==> src/common/tfc_pkg.sv <==
// Constants, types and layout of the transport frame codec.
// Assumes a single 200 MHz byte clock.
package tfc_pkg;

	// ----------------------------------------
	// Timing
	// ----------------------------------------
	localparam int unsigned FRAME_PERIOD_US = 24000;
	localparam int unsigned CLK_MHZ         = 200;
	localparam int unsigned FRAME_CYCLES    = FRAME_PERIOD_US * CLK_MHZ;

	// ----------------------------------------
	// Frame layout (position 0 is index -8)
	// ----------------------------------------
	localparam logic [15:0] FRAME_LEN_DEF = 16'h0300;
	localparam logic [15:0] HDR_LEN       = 16'h0008;
	localparam logic [2:0]  POS_FAULT     = 3'h0;
	localparam logic [2:0]  POS_MARK0     = 3'h1;
	localparam logic [2:0]  POS_MARK1     = 3'h2;
	localparam logic [2:0]  POS_MARK2     = 3'h3;
	localparam logic [2:0]  POS_DS_HI     = 3'h4;
	localparam logic [2:0]  POS_DS_LO     = 3'h5;
	localparam logic [2:0]  POS_CS_HI     = 3'h6;
	localparam logic [2:0]  POS_CS_LO     = 3'h7;
	localparam logic [23:0] MARKER_EVEN   = 24'h1f90ca;
	localparam logic [23:0] MARKER_ODD    = 24'he06f35;
	localparam logic [7:0]  PAD_BYTE      = 8'h55;

	// ----------------------------------------
	// Fault levels and alignment counts
	// ----------------------------------------
	localparam logic [1:0] FAULT_NONE  = 2'h0;
	localparam logic [1:0] FAULT_MAIN  = 2'h1;
	localparam logic [1:0] FAULT_EOH   = 2'h2;
	localparam logic [1:0] FAULT_BOTH  = 2'h3;
	localparam logic [1:0] ALIGN_GOOD_N = 2'h3;
	localparam logic [1:0] ALIGN_BAD_N  = 2'h2;

	// ----------------------------------------
	// Buffering
	// ----------------------------------------
	localparam int unsigned BYTE_W     = 8;
	localparam int unsigned FIFO_DEPTH = 16;

	// ----------------------------------------
	// Types
	// ----------------------------------------
	typedef logic [1:0] tfc_fault_t;

	typedef struct packed {
		logic [15:0] data_size;
		logic [15:0] control_size;
		logic [15:0] payload_length;
		tfc_fault_t  fault;
	} tfc_tx_cfg_s;

	typedef struct packed {
		logic [15:0] data_size;
		logic [15:0] control_size;
		tfc_fault_t  fault;
		logic        fault_valid;
	} tfc_rx_hdr_s;

	typedef enum {ALIGN_HUNT, ALIGN_CONFIRM, ALIGN_LOCKED} tfc_align_e;

endpackage

==> src/logic/tfc_codec.sv <==
// Transport frame codec: builds and parses the 24 ms byte frame.
// Assumes byte-wide link adapters and an external payload CRC checker,
// all on clk_sys_in.
//
// Operation
// - One frame of fixed byte count starts on each 24 ms tick that finds the last frame done.
// - First sent byte is index -8, last is frame_length minus 9.
// - Areas in order: marker header, size header, data, control, tail.
// - Fault byte at -8, then 24-bit frame marker at -7 to -5.
// - Sent fault byte copies the incoming data-layer frame fault level.
// - Fault level is always 0 to 3.
// - CRC fails raise fault: main 1, end-of-header 2, both 3.
// - Receiver never lowers the received fault level.
// - Fault byte is meaningless when data size is zero.
// - Marker alternates 1F90CA and E06F35, sent high byte first.
// - Alignment after three consecutive correctly alternating markers.
// - Alignment lost after two consecutive wrong markers.
// - 16-bit data size sits at indices -4 and -3.
// - 16-bit control size sits at indices -2 and -1.
// - Eight plus both sizes never exceeds frame length.
// - Data size zero means no data area.
// - Control size zero means no control area.
// - Data-layer bytes go unchanged at indices 0 onward.
// - Data area beyond payload length is padded with 55.
// - Control blocks sit back to back after the data area.
// - Bytes after the control area up to frame end are tail padding.
// - Sizes kept constant; receiver flags sizes that change.
// - Tail padding bytes are 55.
`timescale 1ns/1ps

module tfc_fifo #(
	parameter int unsigned WIDTH = 8,
	parameter int unsigned DEPTH = 16
) (
	// Clock and reset
	input  wire logic             clk_sys_in,
	input  wire logic             rst_n_in,
	// Fill side
	input  wire logic [WIDTH-1:0] in_data_in,
	input  wire logic             in_valid_in,
	output logic                  in_ready_out,
	// Drain side
	output logic [WIDTH-1:0]      out_data_out,
	output logic                  out_valid_out,
	input  wire logic             out_ready_in
);
	localparam int unsigned AW = $clog2(DEPTH);

	logic [WIDTH-1:0] mem_reg [DEPTH];
	logic [AW-1:0]    wr_ptr_reg;
	logic [AW-1:0]    rd_ptr_reg;
	logic [AW:0]      cnt_reg;
	logic             push;
	logic             pop;

	assign in_ready_out  = cnt_reg != (AW+1)'(DEPTH);
	assign out_valid_out = cnt_reg != '0;
	assign out_data_out  = mem_reg[rd_ptr_reg];
	assign push          = in_valid_in & in_ready_out;
	assign pop           = out_valid_out & out_ready_in;

	always_ff @(posedge clk_sys_in) begin
		if (push) begin
			mem_reg[wr_ptr_reg] <= in_data_in;
		end
	end

	always_ff @(posedge clk_sys_in or negedge rst_n_in) begin
		if (!rst_n_in) begin
			wr_ptr_reg <= '0;
			rd_ptr_reg <= '0;
			cnt_reg    <= '0;
		end else begin
			wr_ptr_reg <= wr_ptr_reg + AW'(push);
			rd_ptr_reg <= rd_ptr_reg + AW'(pop);
			cnt_reg    <= cnt_reg + (AW+1)'(push) - (AW+1)'(pop);
		end
	end
endmodule

module tfc_codec #(
	parameter int unsigned FRAME_CYCLES = tfc_pkg::FRAME_CYCLES,
	parameter logic [15:0] FRAME_LEN    = tfc_pkg::FRAME_LEN_DEF
) (
	// Clock and reset
	input  wire logic               clk_sys_in,
	input  wire logic               rst_n_in,
	// Transmit configuration, sampled at frame start
	input  wire tfc_pkg::tfc_tx_cfg_s tx_cfg_in,
	// Data-layer bytes in
	input  wire logic [7:0]         dl_byte_in,
	input  wire logic               dl_valid_in,
	output logic                    dl_ready_out,
	// Control transport blocks in
	input  wire logic [7:0]         cb_byte_in,
	input  wire logic               cb_valid_in,
	output logic                    cb_ready_out,
	// Link byte stream out
	output logic [7:0]              tx_byte_out,
	output logic                    tx_valid_out,
	output logic                    tx_sof_out,
	input  wire logic               tx_ready_in,
	output logic                    tx_overrun_out,
	// Link byte stream in
	input  wire logic [7:0]         rx_byte_in,
	input  wire logic               rx_valid_in,
	// Payload CRC results
	input  wire logic               crc_valid_in,
	input  wire logic               crc_main_fail_in,
	input  wire logic               crc_eoh_fail_in,
	// Receive status and payload
	output tfc_pkg::tfc_rx_hdr_s    rx_hdr_out,
	output logic                    rx_aligned_out,
	output logic                    rx_size_err_out,
	output logic                    rx_size_change_out,
	output logic [7:0]              rx_byte_out,
	output logic                    rx_data_valid_out,
	output logic                    rx_ctl_valid_out
);
	import tfc_pkg::*;

	// ----------------------------------------
	// Frame timer
	// ----------------------------------------
	logic [31:0] tmr_reg;
	logic        frame_tick;

	assign frame_tick = tmr_reg == 32'(FRAME_CYCLES - 1);

	always_ff @(posedge clk_sys_in or negedge rst_n_in) begin
		if (!rst_n_in) begin
			tmr_reg <= '0;
		end else begin
			tmr_reg <= frame_tick ? '0 : tmr_reg + 32'h1;
		end
	end

	// ----------------------------------------
	// Transmit
	// ----------------------------------------
	tfc_tx_cfg_s tx_cfg_reg;
	logic        tx_active_reg;
	logic [15:0] tx_pos_reg;
	logic        tx_odd_reg;
	logic [7:0]  tx_byte_reg;
	logic        tx_valid_reg;
	logic        tx_sof_reg;
	logic        tx_overrun_reg;
	logic [7:0]  fifo_data;
	logic        fifo_valid;
	logic        fifo_rd;
	logic [15:0] tx_idx;
	logic [15:0] tx_dl_len;
	logic [16:0] tx_area_end;
	logic        tx_in_hdr;
	logic        tx_in_dl;
	logic        tx_in_dpad;
	logic        tx_in_ctl;
	logic        tx_in_tail;
	logic [23:0] tx_marker;
	logic [7:0]  tx_hdr_byte;
	logic [7:0]  tx_byte_next;
	logic        tx_src_ok;
	logic        tx_step;
	logic        tx_last;
	logic        tx_start;

	tfc_fifo #(
		.WIDTH (BYTE_W),
		.DEPTH (FIFO_DEPTH)
	) u_dl_fifo (
		.clk_sys_in    (clk_sys_in),
		.rst_n_in      (rst_n_in),
		.in_data_in    (dl_byte_in),
		.in_valid_in   (dl_valid_in),
		.in_ready_out  (dl_ready_out),
		.out_data_out  (fifo_data),
		.out_valid_out (fifo_valid),
		.out_ready_in  (fifo_rd)
	);

	// Area decode over position (index = position - 8)
	assign tx_idx      = tx_pos_reg - HDR_LEN;
	assign tx_area_end = {1'b0, tx_cfg_reg.data_size} + {1'b0, tx_cfg_reg.control_size};
	assign tx_dl_len   = (tx_cfg_reg.payload_length > tx_cfg_reg.data_size) ?
	                     tx_cfg_reg.data_size : tx_cfg_reg.payload_length;
	assign tx_in_hdr   = tx_pos_reg < HDR_LEN;
	assign tx_in_dl    = !tx_in_hdr && tx_idx < tx_dl_len;
	assign tx_in_dpad  = !tx_in_hdr && !tx_in_dl && tx_idx < tx_cfg_reg.data_size;
	assign tx_in_ctl   = !tx_in_hdr && tx_idx >= tx_cfg_reg.data_size &&
	                     {1'b0, tx_idx} < tx_area_end;
	assign tx_in_tail  = !tx_in_hdr && !tx_in_dl && !tx_in_dpad && !tx_in_ctl;
	assign tx_marker   = tx_odd_reg ? MARKER_ODD : MARKER_EVEN;

	always_comb begin
		case (tx_pos_reg[2:0])
			POS_FAULT: tx_hdr_byte = {6'h00, tx_cfg_reg.fault};
			POS_MARK0: tx_hdr_byte = tx_marker[23:16];
			POS_MARK1: tx_hdr_byte = tx_marker[15:8];
			POS_MARK2: tx_hdr_byte = tx_marker[7:0];
			POS_DS_HI: tx_hdr_byte = tx_cfg_reg.data_size[15:8];
			POS_DS_LO: tx_hdr_byte = tx_cfg_reg.data_size[7:0];
			POS_CS_HI: tx_hdr_byte = tx_cfg_reg.control_size[15:8];
			POS_CS_LO: tx_hdr_byte = tx_cfg_reg.control_size[7:0];
			default:   tx_hdr_byte = PAD_BYTE;
		endcase
	end

	assign tx_byte_next = tx_in_hdr ? tx_hdr_byte :
	                      tx_in_dl  ? fifo_data   :
	                      tx_in_ctl ? cb_byte_in  : PAD_BYTE;
	assign tx_src_ok    = tx_in_dl ? fifo_valid : (tx_in_ctl ? cb_valid_in : 1'b1);
	assign tx_step      = tx_active_reg && tx_src_ok && (!tx_valid_reg || tx_ready_in);
	assign tx_last      = tx_pos_reg == FRAME_LEN - 16'h1;
	assign tx_start     = frame_tick && !tx_active_reg;
	assign fifo_rd      = tx_step && tx_in_dl;
	assign cb_ready_out = tx_step && tx_in_ctl;

	always_ff @(posedge clk_sys_in or negedge rst_n_in) begin
		if (!rst_n_in) begin
			tx_active_reg <= 1'b0;
			tx_pos_reg    <= '0;
			tx_odd_reg    <= 1'b1;
			tx_cfg_reg    <= '0;
		end else if (tx_start) begin
			tx_active_reg <= 1'b1;
			tx_pos_reg    <= '0;
			tx_odd_reg    <= !tx_odd_reg;
			tx_cfg_reg    <= tx_cfg_in;
		end else if (tx_step) begin
			tx_active_reg <= !tx_last;
			tx_pos_reg    <= tx_pos_reg + 16'h1;
		end
	end

	always_ff @(posedge clk_sys_in or negedge rst_n_in) begin
		if (!rst_n_in) begin
			tx_byte_reg    <= '0;
			tx_valid_reg   <= 1'b0;
			tx_sof_reg     <= 1'b0;
			tx_overrun_reg <= 1'b0;
		end else begin
			tx_overrun_reg <= frame_tick && tx_active_reg;
			if (tx_step) begin
				tx_byte_reg  <= tx_byte_next;
				tx_sof_reg   <= tx_pos_reg == '0;
				tx_valid_reg <= 1'b1;
			end else if (tx_ready_in) begin
				tx_valid_reg <= 1'b0;
			end
		end
	end

	assign tx_byte_out    = tx_byte_reg;
	assign tx_valid_out   = tx_valid_reg;
	assign tx_sof_out     = tx_sof_reg;
	assign tx_overrun_out = tx_overrun_reg;

	// ----------------------------------------
	// Receive alignment
	// ----------------------------------------
	tfc_align_e  rx_state_reg;
	logic [23:0] rx_sr_reg;
	logic [15:0] rx_pos_reg;
	logic        rx_exp_odd_reg;
	logic [1:0]  rx_good_reg;
	logic [1:0]  rx_bad_reg;
	logic [23:0] rx_win;
	logic        rx_any_mark;
	logic        rx_mark_chk;
	logic        rx_mark_ok;
	logic        rx_hunt_hit;
	logic        rx_locked;
	logic        rx_in_frame;

	assign rx_win      = {rx_sr_reg[15:0], rx_byte_in};
	assign rx_any_mark = rx_win == MARKER_EVEN || rx_win == MARKER_ODD;
	assign rx_in_frame = rx_state_reg != ALIGN_HUNT;
	assign rx_mark_chk = rx_valid_in && rx_in_frame && rx_pos_reg == 16'(POS_MARK2);
	assign rx_mark_ok  = rx_win == (rx_exp_odd_reg ? MARKER_ODD : MARKER_EVEN);
	assign rx_hunt_hit = rx_valid_in && !rx_in_frame && rx_any_mark;
	assign rx_locked   = rx_state_reg == ALIGN_LOCKED;

	always_ff @(posedge clk_sys_in or negedge rst_n_in) begin
		if (!rst_n_in) begin
			rx_sr_reg <= '0;
		end else if (rx_valid_in) begin
			rx_sr_reg <= {rx_sr_reg[15:0], rx_byte_in};
		end
	end

	always_ff @(posedge clk_sys_in or negedge rst_n_in) begin
		if (!rst_n_in) begin
			rx_pos_reg <= '0;
		end else if (rx_hunt_hit) begin
			rx_pos_reg <= 16'(POS_DS_HI);
		end else if (rx_valid_in && rx_in_frame) begin
			rx_pos_reg <= (rx_pos_reg == FRAME_LEN - 16'h1) ? '0 : rx_pos_reg + 16'h1;
		end
	end

	always_ff @(posedge clk_sys_in or negedge rst_n_in) begin
		if (!rst_n_in) begin
			rx_state_reg   <= ALIGN_HUNT;
			rx_exp_odd_reg <= 1'b0;
			rx_good_reg    <= '0;
			rx_bad_reg     <= '0;
		end else if (rx_hunt_hit) begin
			rx_state_reg   <= ALIGN_CONFIRM;
			rx_exp_odd_reg <= rx_win == MARKER_EVEN;
			rx_good_reg    <= 2'h1;
			rx_bad_reg     <= '0;
		end else if (rx_mark_chk) begin
			rx_exp_odd_reg <= !rx_exp_odd_reg;
			case (rx_state_reg)
				ALIGN_CONFIRM: begin
					rx_good_reg <= rx_good_reg + 2'h1;
					if (!rx_mark_ok) begin
						rx_state_reg <= ALIGN_HUNT;
					end else if (rx_good_reg + 2'h1 == ALIGN_GOOD_N) begin
						rx_state_reg <= ALIGN_LOCKED;
					end
				end
				ALIGN_LOCKED: begin
					rx_bad_reg <= rx_mark_ok ? '0 : rx_bad_reg + 2'h1;
					if (!rx_mark_ok && rx_bad_reg + 2'h1 == ALIGN_BAD_N) begin
						rx_state_reg <= ALIGN_HUNT;
					end
				end
				default: rx_state_reg <= ALIGN_HUNT;
			endcase
		end
	end

	// ----------------------------------------
	// Receive header, fault level and payload
	// ----------------------------------------
	logic [15:0] rx_ds_reg;
	logic [15:0] rx_cs_reg;
	logic [1:0]  rx_fault_reg;
	logic        rx_size_err_reg;
	logic        rx_size_chg_reg;
	logic        rx_ds_chg_reg;
	logic [7:0]  rx_byte_reg;
	logic        rx_dv_reg;
	logic        rx_cv_reg;
	logic [1:0]  rx_fault_cap;
	logic        rx_fault_cap_en;
	logic [1:0]  rx_crc_lvl;
	logic [15:0] rx_ds_new;
	logic [15:0] rx_cs_new;
	logic        rx_cs_done;
	logic [15:0] rx_idx;
	logic [16:0] rx_area_end;
	logic        rx_is_data;
	logic        rx_is_ctl;
	logic        rx_deliver;

	// Out-of-range fault byte saturates to the top level
	assign rx_fault_cap    = (rx_sr_reg[23:18] != '0) ? FAULT_BOTH : rx_sr_reg[17:16];
	assign rx_fault_cap_en = rx_hunt_hit || (rx_mark_chk && rx_mark_ok);
	assign rx_crc_lvl      = (crc_main_fail_in && crc_eoh_fail_in) ? FAULT_BOTH :
	                         crc_eoh_fail_in  ? FAULT_EOH  :
	                         crc_main_fail_in ? FAULT_MAIN : FAULT_NONE;
	assign rx_ds_new   = {rx_sr_reg[7:0], rx_byte_in};
	assign rx_cs_new   = {rx_sr_reg[7:0], rx_byte_in};
	assign rx_cs_done  = rx_valid_in && rx_in_frame && rx_pos_reg == 16'(POS_CS_LO);
	assign rx_idx      = rx_pos_reg - HDR_LEN;
	assign rx_area_end = {1'b0, rx_ds_reg} + {1'b0, rx_cs_reg};
	assign rx_is_data  = rx_pos_reg >= HDR_LEN && rx_idx < rx_ds_reg;
	assign rx_is_ctl   = rx_pos_reg >= HDR_LEN && !rx_is_data && {1'b0, rx_idx} < rx_area_end;
	assign rx_deliver  = rx_valid_in && rx_locked && !rx_size_err_reg;

	always_ff @(posedge clk_sys_in or negedge rst_n_in) begin
		if (!rst_n_in) begin
			rx_fault_reg <= FAULT_NONE;
		end else if (rx_fault_cap_en) begin
			rx_fault_reg <= rx_fault_cap;
		end else if (crc_valid_in && rx_crc_lvl > rx_fault_reg) begin
			rx_fault_reg <= rx_crc_lvl;
		end
	end

	always_ff @(posedge clk_sys_in or negedge rst_n_in) begin
		if (!rst_n_in) begin
			rx_ds_reg       <= '0;
			rx_cs_reg       <= '0;
			rx_size_err_reg <= 1'b0;
			rx_size_chg_reg <= 1'b0;
			rx_ds_chg_reg   <= 1'b0;
		end else begin
			if (rx_valid_in && rx_in_frame && rx_pos_reg == 16'(POS_DS_LO)) begin
				rx_ds_reg     <= rx_ds_new;
				rx_ds_chg_reg <= rx_ds_new != rx_ds_reg;
			end
			if (rx_cs_done) begin
				rx_cs_reg       <= rx_cs_new;
				rx_size_err_reg <= 17'(HDR_LEN) + {1'b0, rx_ds_reg} + {1'b0, rx_cs_new} >
				                   {1'b0, FRAME_LEN};
				rx_size_chg_reg <= rx_cs_new != rx_cs_reg ||
				                   rx_ds_chg_reg;
			end
		end
	end

	always_ff @(posedge clk_sys_in or negedge rst_n_in) begin
		if (!rst_n_in) begin
			rx_byte_reg <= '0;
			rx_dv_reg   <= 1'b0;
			rx_cv_reg   <= 1'b0;
		end else begin
			rx_byte_reg <= rx_valid_in ? rx_byte_in : rx_byte_reg;
			rx_dv_reg   <= rx_deliver && rx_is_data;
			rx_cv_reg   <= rx_deliver && rx_is_ctl;
		end
	end

	assign rx_hdr_out = '{data_size:    rx_ds_reg,
	                      control_size: rx_cs_reg,
	                      fault:        rx_fault_reg,
	                      fault_valid:  rx_ds_reg != '0};
	assign rx_aligned_out          = rx_locked;
	assign rx_size_err_out         = rx_size_err_reg;
	assign rx_size_change_out      = rx_size_chg_reg;
	assign rx_byte_out             = rx_byte_reg;
	assign rx_data_valid_out       = rx_dv_reg;
	assign rx_ctl_valid_out        = rx_cv_reg;

	// Previous marker check was a bad one while aligned
	logic mark_bad_prev_reg;

	always_ff @(posedge clk_sys_in or negedge rst_n_in) begin
		if (!rst_n_in) begin
			mark_bad_prev_reg <= 1'b0;
		end else if (rx_mark_chk) begin
			mark_bad_prev_reg <= !rx_mark_ok && rx_locked;
		end
	end
endmodule

==> config.mk <==
export PLATFORM = sky130hd
export DESIGN_NAME = tfc_codec
export DESIGN_NICKNAME = d
export VERILOG_FILES = /design/src/common/tfc_pkg.sv /design/src/logic/tfc_codec.sv
export SDC_FILE = /design/constraint.sdc
export NUM_CORES = 1
export LEC_CHECK = 0
export BUFFER_PORTS_ARGS = -buffer_cell sky130_fd_sc_hd__buf_4
export CAP_MARGIN = 20
export CORE_ASPECT_RATIO = 0.6
export CORE_MARGIN = 3
export CORE_UTILIZATION = 34
export DETAILED_ROUTE_END_ITERATION = 16
export GPL_TIMING_DRIVEN = 0
export SYNTH_ARGS = -nofsm -noshare
export SYNTH_HDL_FRONTEND = slang
export SYNTH_SLANG_ARGS = --single-unit
==> constraint.sdc <==
create_clock -name clk_sys_in -period 8.1 [get_ports clk_sys_in]
set_input_delay 1.62 -clock clk_sys_in [delete_from_list [all_inputs] [get_ports clk_sys_in]]
set_output_delay 1.62 -clock clk_sys_in [all_outputs]
set_load 0.05 [all_outputs]
==> Word level (Yosys, flattened, before mapping) <==
Memories as Yosys holds them, arrays and structs flattened.
Index checks and enable logic that the tools add are counted.
{ "word_totals": {"inputBits": 83, "latchBits": 0, "memories": 1, "ram_bits": 128, "romBits": 0, "register_bits": 248, "elab_cells": 182} }
{ "op_classes": {"n_addsub": 15, "n_div": 0, "n_eq_ne": 26, "shifts": 0, "magnitude_cmp": 10, "n_mul": 0, "n_mux": 42, "n_reduce_logical": 56, "n_bitwise": 2} }
{ "mem_list": {"columns": ["memory", "words", "word_bits", "rd", "rd_ports_with_merged_regs", "write_ports", "line_no", "text"], "rows": [
  ["u_dl_fifo.mem_reg", 16, 8, 1, 0, 1, "tfc_codec.sv:49", "logic [WIDTH-1:0] mem_reg [DEPTH];"]
]} }
{ "ops": {"columns": ["cell", "count"], "rows": [
  ["32-bit two-way mux", 6],
  ["16-bit two-way mux", 6],
  ["32-bit one-hot mux with 2 select lines", 1],
  ["8-bit one-hot mux with 8 select lines", 1],
  ["24-bit two-way mux", 2],
  ["16-bit by 16-bit adder with 17-bit output", 2],
  ["16-bit by 17-bit less-than comparator with 1-bit output", 2],
  ["16-bit by 1-bit adder with 16-bit output, second input constant", 2],
  ["32-bit by 1-bit adder with 32-bit output, second input constant", 1],
  ["16-bit by 10-bit equality test with 1-bit output, second input constant", 2],
  ["16-bit by 3-bit equality test with 1-bit output, second input constant", 2],
  ["32-bit by 1-bit equality test with 1-bit output, second input constant", 1],
  ["32-bit by 2-bit equality test with 1-bit output, second input constant", 1],
  ["32-bit by 23-bit equality test with 1-bit output, second input constant", 1],
  ["32-bit by 3-bit equality test with 1-bit output, second input constant", 1],
  ["16-bit less-than comparator", 2],
  ["16-bit inequality test", 2],
  ["32-bit nonzero test", 1],
  ["16-bit by 4-bit subtractor with 16-bit output, second input constant", 2],
  ["1-bit logical AND", 26],
  ["24-bit by 21-bit equality test with 1-bit output, second input constant", 1],
  ["24-bit equality test", 1],
  ["24-bit equality test, second input constant", 1],
  ["2-bit two-way mux", 12],
  ["33 further kinds", 72]
]} }

==> Depth between registers and ports, before layout <==
Gate-level depths: netlist of run 1.
{ "depth": {"ltp_word": 11, "mapped_depth": 24, "mapped_depth_nobuf": 23} }

==> Modules after synthesis <==
From an unflattened synthesis of run 1, not the netlist that was laid out.
{ "hier_totals": {"cells_unflattened": 1899, "hier_area_um2": 19836.5} }
{ "by_module_without_submodules": {"columns": ["module", "area_each_um2", "n_inst", "cells_each"], "rows": [
  ["tfc_codec", 14134.8, 1, 1592],
  ["tfc_fifo", 5701.7, 1, 307]
]} }

==> Worst setup path after synthesis of run 1 <==
No wires, ideal clock.
{ "synth_timing": {"path_kind": "register -> output", "from": "reg tx_cfg_reg[48] (netlist bit)", "to": "out cb_ready_out", "path_stages_with_launch": 20, "n_path_buf": 3, "arrival_time_ps": 5681, "t_required_ps": 6480, "setup_slack_ps": 799, "cell_sequence": "dfrtp_1 inv_1 ha_1 nand4_1 nor4_1 o21ai_0 a31oi_1 clkbuf_1 mux2i_1 ha_1 a21o_1 a21o_1 a211oi_1 o21ai_0 a21oi_1 nand2_1 a211o_1 buf_2 clkbuf_1 nor3_1"} }
{ "synth_between": {"elab_chain_len": 8} }
{ "synth_rtl": {"columns": ["item", "line_no", "text"], "rows": [
  ["start: declaration", "tfc_codec.sv:141", "tfc_tx_cfg_s tx_cfg_reg;"],
  ["start signal: assignment", "tfc_codec.sv:229", "tx_cfg_reg <= tx_cfg_in;"],
  ["16-bit by 16-bit adder with 17-bit output (tied with other cells)", "tfc_codec.sv:184", "assign tx_area_end = {1'b0, tx_cfg_reg.data_size} + {1'b0, tx_cfg_reg.control_size};"],
  ["16-bit by 17-bit less-than comparator with 1-bit output (tied with other cells)", "tfc_codec.sv:191", "{1'b0, tx_idx} < tx_area_end;"],
  ["1-bit logical AND or 16-bit less-than comparator (tied branches)", "tfc_codec.sv:190, tfc_codec.sv:188", null],
  ["1-bit two-way mux or 1-bit logical AND (tied branches)", "tfc_codec.sv:212, tfc_codec.sv:188", null],
  ["1-bit two-way mux", "tfc_codec.sv:212", "assign tx_src_ok = tx_in_dl ? fifo_valid : (tx_in_ctl ? cb_valid_in : 1'b1);"],
  ["1-bit logical AND (2 in a row)", "tfc_codec.sv:213", "assign tx_step = tx_active_reg && tx_src_ok && (!tx_valid_reg || tx_ready_in);"],
  ["1-bit logical AND *", "tfc_codec.sv:217", "assign cb_ready_out = tx_step && tx_in_ctl;"],
  ["end: declaration", "tfc_codec.sv:97", "output logic cb_ready_out,"]
]} }
Mark *: on every way between the ends. The rest lies on a longest branch, timed or not.

==> Worst setup path in the final report of run 1 <==
Same ends and word-level chain as after synthesis.

==> results of run 1 <==
layout make-up:
class	count	area, µm²	share of cell area (%)
Buffer	74	330	1.43
Clock buffer	47	1060	4.56
Clock inverter	19	255	1.10
Inverter	87	327	1.41
Multi-Input combinational cell	1340	9990	43.1
Sequential cell	338	9100	39.3
Tap cell	759	950	4.10
Timing Repair Buffer	151	1170	5.05
critical path, cell delays in order, from the launching register on:
cell and delay [ns]:
dfrtp_1 0.43, inv_1 0.12, ha_1 0.33, nand4_1 0.29, nor2_1 0.11, a211oi_1 0.82
a31oi_4 0.15, clkbuf_4 0.27, mux2i_1 0.21, ha_1 0.27, a21o_1 0.18, a21o_1 0.20
a211oi_1 0.25, o21ai_0 0.16, a21oi_2 0.36, nand2_1 0.21, a211o_1 0.35, buf_2 0.26
nor3_1 0.28, buf_4 0.26
worst paths after layout:
path	endpoint	slack [ns]
max in group asynchronous	tx_odd_reg$_DFFE_PN1P_	6.27
worst max register to register	u_dl_fifo.cnt_reg[4]$_DFF_PN0_	2.33
worst min register to register	tx_sof_out$_DFFE_PN0P_	0.47
min in group asynchronous	tx_cfg_reg[40]$_DFFE_PN0P_	1.00
worst max-delay path	cb_ready_out	0.40
worst min-delay path	tx_sof_out$_DFFE_PN0P_	0.47
power by group:
part / switching [W] / internal (W) / leakage, nW / total [W]
sequential: 0.000295 / 0.00199 / 3.64 / 0.00229
clock: 0.000722 / 0.00112 / 0.652 / 0.00184
combinational: 0.00149 / 0.00105 / 5.52 / 0.00254
total: 0.00251 / 0.00416 / 9.81 / 0.00667
kinds of logic after synthesis:
logic type | after synthesis | synth area share [%]
DFF | 338 | 46.2
buffers and inverters | 162 | 3.33
adders and majority gates | 187 | 12.0
AOI/OAI and AO/OA | 359 | 11.5
and+or+nand+nor | 582 | 14.2
xor gates and xnor gates | 113 | 5.02
muxes | 99 | 7.83
Yosys cell counts, drive strengths merged (4+ instances only):
cell	n
or4	11
ha	183
a21o	23
and3	21
dfrtp	209
o2111ai	5
nor2b	12
clkbuf	54
mux2	41
o31ai	11
fa	4
mux4	40
buf	21
or3	11
and4	4
nand2	221
a31oi	8
a222oi	8
o21ai	125
nor4bb	4
and2	8
nand3b	9
nor3	34
nor4	25
o41ai	4
xnor2	48
inv	87
nand2b	20
edfxtp	128
o21bai	9
nand3	47
nor2	119
o21a	11
nand4	22
o211ai	6
a211o	6
a211oi	18
a2111oi	10
mux2i	18
a21oi	84
xor2	65
layer usage:
metal / track usage [%] / vias up
met5: 0.812 / -
met4: 3.82 / 2
met3: 6.38 / 69
met2: 24.6 / 591
met1: 29.7 / 7566
li1: - / 7113
metrics by stage:
step                hold WS [ns]  setup slack, ns  total power (W)  setup TNS [ns]  std cells
finish                     0.470            0.403          0.00667               0       2815
global placement           0.458           -0.199          0.00474          -0.199       2741
global route               0.512            0.150          0.00713               0       2815
detailed placement         0.462           -0.249          0.00483          -0.249       2746
floorplan                  0.439            0.799          0.00406               0       1840
CTS                        0.475           0.0864          0.00670               0       2811
timing repair:
item                       in CTS  in global routing
resized for setup               4                  3
hold buffers                    0                  0
buffers inserted                0                  2
setup endpoints to repair       1                  1
pin swaps                       0                  3
==> flow_summary_export.csv, run 1 <==
group,metric,value,unit
logic_synthesis,async_flop_share,62.1,%
setup_path,cp_max_fo,19,
drt,post-route-drc-count,0,
global_route,grt_max_degree,92,
pwr,peakVddDrop,225,µV
global_route,grt_pass1_vias,14600,
setup_path,critPathKind,"register to output port",
drt,num_vias,15300,
cells_and_area,nNetsFinal,2299,
logic_synthesis,postSynthCellCount,1840,
drt,routed_wl,58000,µm
clock_network,cts-root-buf,"clkbuf_16",
sta,finClkSkew,0.0146,ns
sta,period_share,95.0,%
setup_path,cp_data_required_time,6.48,ns
cells_and_area,antenna_cells,0,
clock_network,clockBufferDepth,3,
logic_synthesis,synth_cell_types,76,
floorplanning,io_pins,144,
setup_path,cp-startpoint,"tx_cfg_reg[48]$_DFFE_PN0P_",
logic_synthesis,synth_area_leaders,"dfrtp_1 27%, edfxtp_1 19%, ha_1 12%",
logic_synthesis,synth_area,19700,µm²
logic_synthesis,ys_seq_area_share,46.2,%
clock_network,path_clk_slew,0.06,ns
place,port_buffers,142,
sta,max_slew_margin,17.9,%
sta,max_slew.worst_pin.slew,1.20,ns
clock_network,cts_tree,"built",
floorplanning,fp.dieH,193,µm
sta,rsz0062_at_grt,"false",
logic_synthesis,synth_edf_count,128,
clock_network,cts_max_level,2,
logic_synthesis,synth_area_leader_cell,"dfrtp_1",
drt,topRoutingLayerUsed,"met5",
logic_synthesis,syn-num-nets,2110,
cells_and_area,finish.instance_area,23200,µm²
clock_network,clkLatencyLatePin,0.54,ns
cells_and_area,largest_reg_flops,128,
cells_and_area,fin_util,41.0,%
cells_and_area,final_common_cell,"nand2_1",
min_path,whs_path_depth,2,
place,place_area,21800,µm²
global_route,overflow,0,
floorplanning,core,56600,µm²
setup_path,arrival,6.08,ns
pwr,pwr_density_cell,288,nW/µm²
sta,hold_viol_final,0,
drt,wl_met1,28300,µm
drt,routedWlPerCell,20.6,µm
floorplanning,start_util,34.8,%
min_path,hp-start,"tx_sof_out$_DFFE_PN0P_",
logic_synthesis,synth_flop_cell,"dfrtp_1",
setup_path,critPathCaptureType,"output port",
cells_and_area,layout_common_cells,"221 x nand2_1, 209 x dfrtp_1, 183 x ha_1",
job,maxCapViolCount,0,
drt,wl_met2,22000,µm
floorplanning,fp-row-count,67,
clock_network,cts_buffers,37,
global_route,grt_usage,18.9,%
place,dp_hpwl,44200,µm
floorplanning,die_w,317,µm
setup_path,cp-start-kind,"register",
place,gp_congestion,0.921,
sta,setup_viol,0,
min_path,hold_path.class,"register to register",
cells_and_area,n_fill_cell,5433,
cells_and_area,syn2layout_area_growth,17.6,%
drt,ant_nets,0,
run_status,status,"finished clean",
sta,period_minus_slack,7.70,ns
drt,drt_iter0_drc,1357,
logic_synthesis,synth_top_area_share,26.5,%
sta,fmax,130,MHz
sta,drv_slew,0,
drt,dr.pass1.iters,7,
setup_path,r2r-start,"tx_cfg_reg[48]$_DFFE_PN0P_",
global_route,grt_pass1_wl,88400,µm
clock_network,clock_sinks,338,
global_route,grt_antenna_before_repair,1,
logic_synthesis,yosys_warnings,0,
drt,routed_via_density,5.45,
drt,wl_met3,6580,µm
logic_synthesis,syn_area_per_cell,10.7,µm²
floorplanning,dieArea,61000,µm²
logic_synthesis,synth_seq_cells,338,
cells_and_area,drive_above_1_share,16.0,%
pwr,power.leakage,9.81,nW
setup_path,worst_r2r_path_depth,24,
Note: power is estimated with default switching activity, not from simulation.
==> inputs of run 2 (changes only) <==
- ABC_CLOCK_PERIOD_IN_PS: not set -> 8100
- PLACE_DENSITY: not set -> 0.58
==> run 2 against run 1 <==
Against the previous run:
- critical path depth unchanged
- total power decreased by 1.6%
- non-clock buffer count decreased by 3
- critical endpoint unchanged
- register-to-register slack got worse by 0.15 ns
- largest power group unchanged
- clock-buffer cell count increased by 1
- wire length increased by 3.4%
- flip-flop and latch count unchanged
- clock skew increased by 0.013 ns
- global-route usage increased by 0.69 points
==> flow_summary_export.csv, run 2 (synthesis results as in run 1) <==
group,metric,value,unit
floorplanning,fp.dieH,193,µm
cells_and_area,final_common_cell,"nand2_1",
sta,hold_viol_final,0,
setup_path,arrival,6.14,ns
drt,ant_nets,0,
clock_network,clock_sinks,338,
sta,drv_slew,0,
sta,rsz0062_at_grt,"false",
floorplanning,core,56600,µm²
global_route,grt_pass1_wl,90900,µm
setup_path,critPathKind,"register to output port",
global_route,grt_max_degree,86,
setup_path,cp_max_fo,19,
setup_path,r2r-end,"u_dl_fifo.cnt_reg[4]$_DFF_PN0_",
floorplanning,die_w,317,µm
sta,fmax,129,MHz
sta,fin_hold_ws,0.478,ns
global_route,grt_usage,19.6,%
run_status,status,"finished clean",
setup_path,reg2reg_slack,2.18,ns
place,port_buffers,142,
cells_and_area,nNetsFinal,2295,
sta,max_slew_margin,33.4,%
floorplanning,start_util,34.8,%
drt,routed_wl,60000,µm
setup_path,critPathCaptureType,"output port",
clock_network,cts_tree,"built",
setup_path,cp_data_required_time,6.48,ns
min_path,hp-start,"tx_sof_out$_DFFE_PN0P_",
pwr,power.leakage,9.73,nW
floorplanning,fp-row-count,67,
setup_path,cp-start-kind,"register",
clock_network,cts_buffers,36,
place,dp_hpwl,46300,µm
sta,period_minus_slack,7.76,ns
pwr,peakVddDrop,198,µV
drt,routed_via_density,5.47,
place,dpl.cell_count,2745,
sta,setup_viol,0,
clock_network,cts_max_level,2,
sta,max_slew.worst_pin.slew,0.974,ns
drt,drt_iter0_drc,1584,
setup_path,worst_r2r_path_depth,24,
min_path,hold_path.class,"register to register",
floorplanning,dieArea,61000,µm²
drt,dr.pass1.iters,6,
cells_and_area,finalNonFillerCells,2811,
place,gp_congestion,0.953,
setup_path,r2r-start,"tx_cfg_reg[49]$_DFFE_PN0P_",
job,maxCapViolCount,0,
cells_and_area,largest_reg_flops,128,
cells_and_area,drive_above_1_share,15.8,%
clock_network,clkLatencyLatePin,0.56,ns
clock_network,path_clk_slew,0.07,ns
clock_network,clockBufferDepth,3,
sta,period_share,95.9,%
clock_network,cts-root-buf,"clkbuf_16",
global_route,overflow,0,
min_path,whs_path_depth,2,
drt,routedWlPerCell,21.3,µm
cells_and_area,syn2layout_area_growth,17.1,%
drt,num_vias,15400,
floorplanning,io_pins,144,
min_path,hold_end,"tx_sof_out$_DFFE_PN0P_",
cells_and_area,layout_common_cells,"221 x nand2_1, 209 x dfrtp_1, 183 x ha_1",
cells_and_area,antenna_cells,0,
pwr,pwr_density_cell,284,nW/µm²
cells_and_area,n_fill_cell,5407,
global_route,grt_antenna_before_repair,0,
sta,finClkSkew,0.0271,ns
global_route,grt_pass1_vias,14700,
drt,post-route-drc-count,0,
==> run 2: changes by cell type in the layout (fill, tap and decap cells not counted), moves of 2 or more <==
cell and delta:
clkbuf_16 -3, buf_2 -2, clkinvlp_4 +2, nor3_2 +2, clkbuf_1 +5, clkinv_2 -4
clkinv_1 -2, bufinv_16 -3, nor3_1 -2
==> run 2: worst max-delay path by stage <==
stage,start,endpoint,depth (start not counted)
final,tx_cfg_reg[49]$_DFFE_PN0P_,cb_ready_out,19
after global placement,tx_cfg_reg[48]$_DFFE_PN0P_,cb_ready_out,20
after detailed placement,tx_cfg_reg[48]$_DFFE_PN0P_,cb_ready_out,20
after global routing,tx_cfg_reg[48]$_DFFE_PN0P_,cb_ready_out,19
after floorplan,tx_cfg_reg[48]$_DFFE_PN0P_,cb_ready_out,19
after CTS,tx_pos_reg[7]$_DFFE_PN0P_,cb_ready_out,13
==> run 2: what timing repair did <==
item,CTS,global route
buffers inserted,0,1
resized for setup,5,4
hold buffers,0,0
pin swaps,0,1
gates cloned,0,0
setup endpoints to repair,1,1
==> run 2: worst max-delay path: stages (launching register included) <==
cell      delay, ns
dfrtp_1        0.53
inv_1          0.16
ha_1           0.33
nand4_1        0.25
nor4_4         0.42
o21ai_0        0.27
a31oi_4        0.37
clkbuf_4       0.34
mux2i_1        0.27
ha_1           0.28
a21o_1         0.18
a21o_1         0.17
a211oi_1       0.23
o21ai_0        0.19
a21oi_4        0.30
nand2_1        0.19
a211o_1        0.35
buf_2          0.27
nor3_1         0.24
buf_4          0.24
==> run 2: power breakdown <==
group,total [W],switching [W],internal [W]
Clock,0.00170,0.000731,0.000969
Combinational,0.00258,0.00154,0.00104
Sequential,0.00229,0.000295,0.00199
Total,0.00657,0.00256,0.00400
==> run 2: area by class of cell <==
type / count / area [µm²] / area share (%)
well taps: 759 / 950 / 4.11
plain buffers: 74 / 330 / 1.43
clock buffers: 48 / 986 / 4.27
repair buffers: 148 / 1160 / 5.01
clock inverters: 17 / 211 / 0.916
multi-input cells: 1340 / 10000 / 43.4
inverters: 87 / 327 / 1.41
flip-flops and latches: 338 / 9100 / 39.4
==> run 2: metrics by stage <==
step           worst slack [ns]  total power [W]  setup TNS (ns)  instance area, µm²  util (%)
6_report                  0.336          0.00657               0               23100      40.8
5_1_grt                  0.0395          0.00702               0               23100      40.8
4_1_cts                   0.132          0.00659               0               23000      40.7
3_5_place_dp             -0.424          0.00485          -0.424               21800      38.6
3_3_place_gp             -0.490          0.00476          -0.490               21700      38.4
2_1_floorplan             0.799          0.00406               0               19700         -
==> run 2: metal layers <==
metal  up-vias  wire length, µm  GRT usage, %
li1       7101                -             -
met4         0              815          3.51
met3        56             5160          4.38
met2       543            22500          25.0
met1      7673            31500          32.8
met5         -                0             0
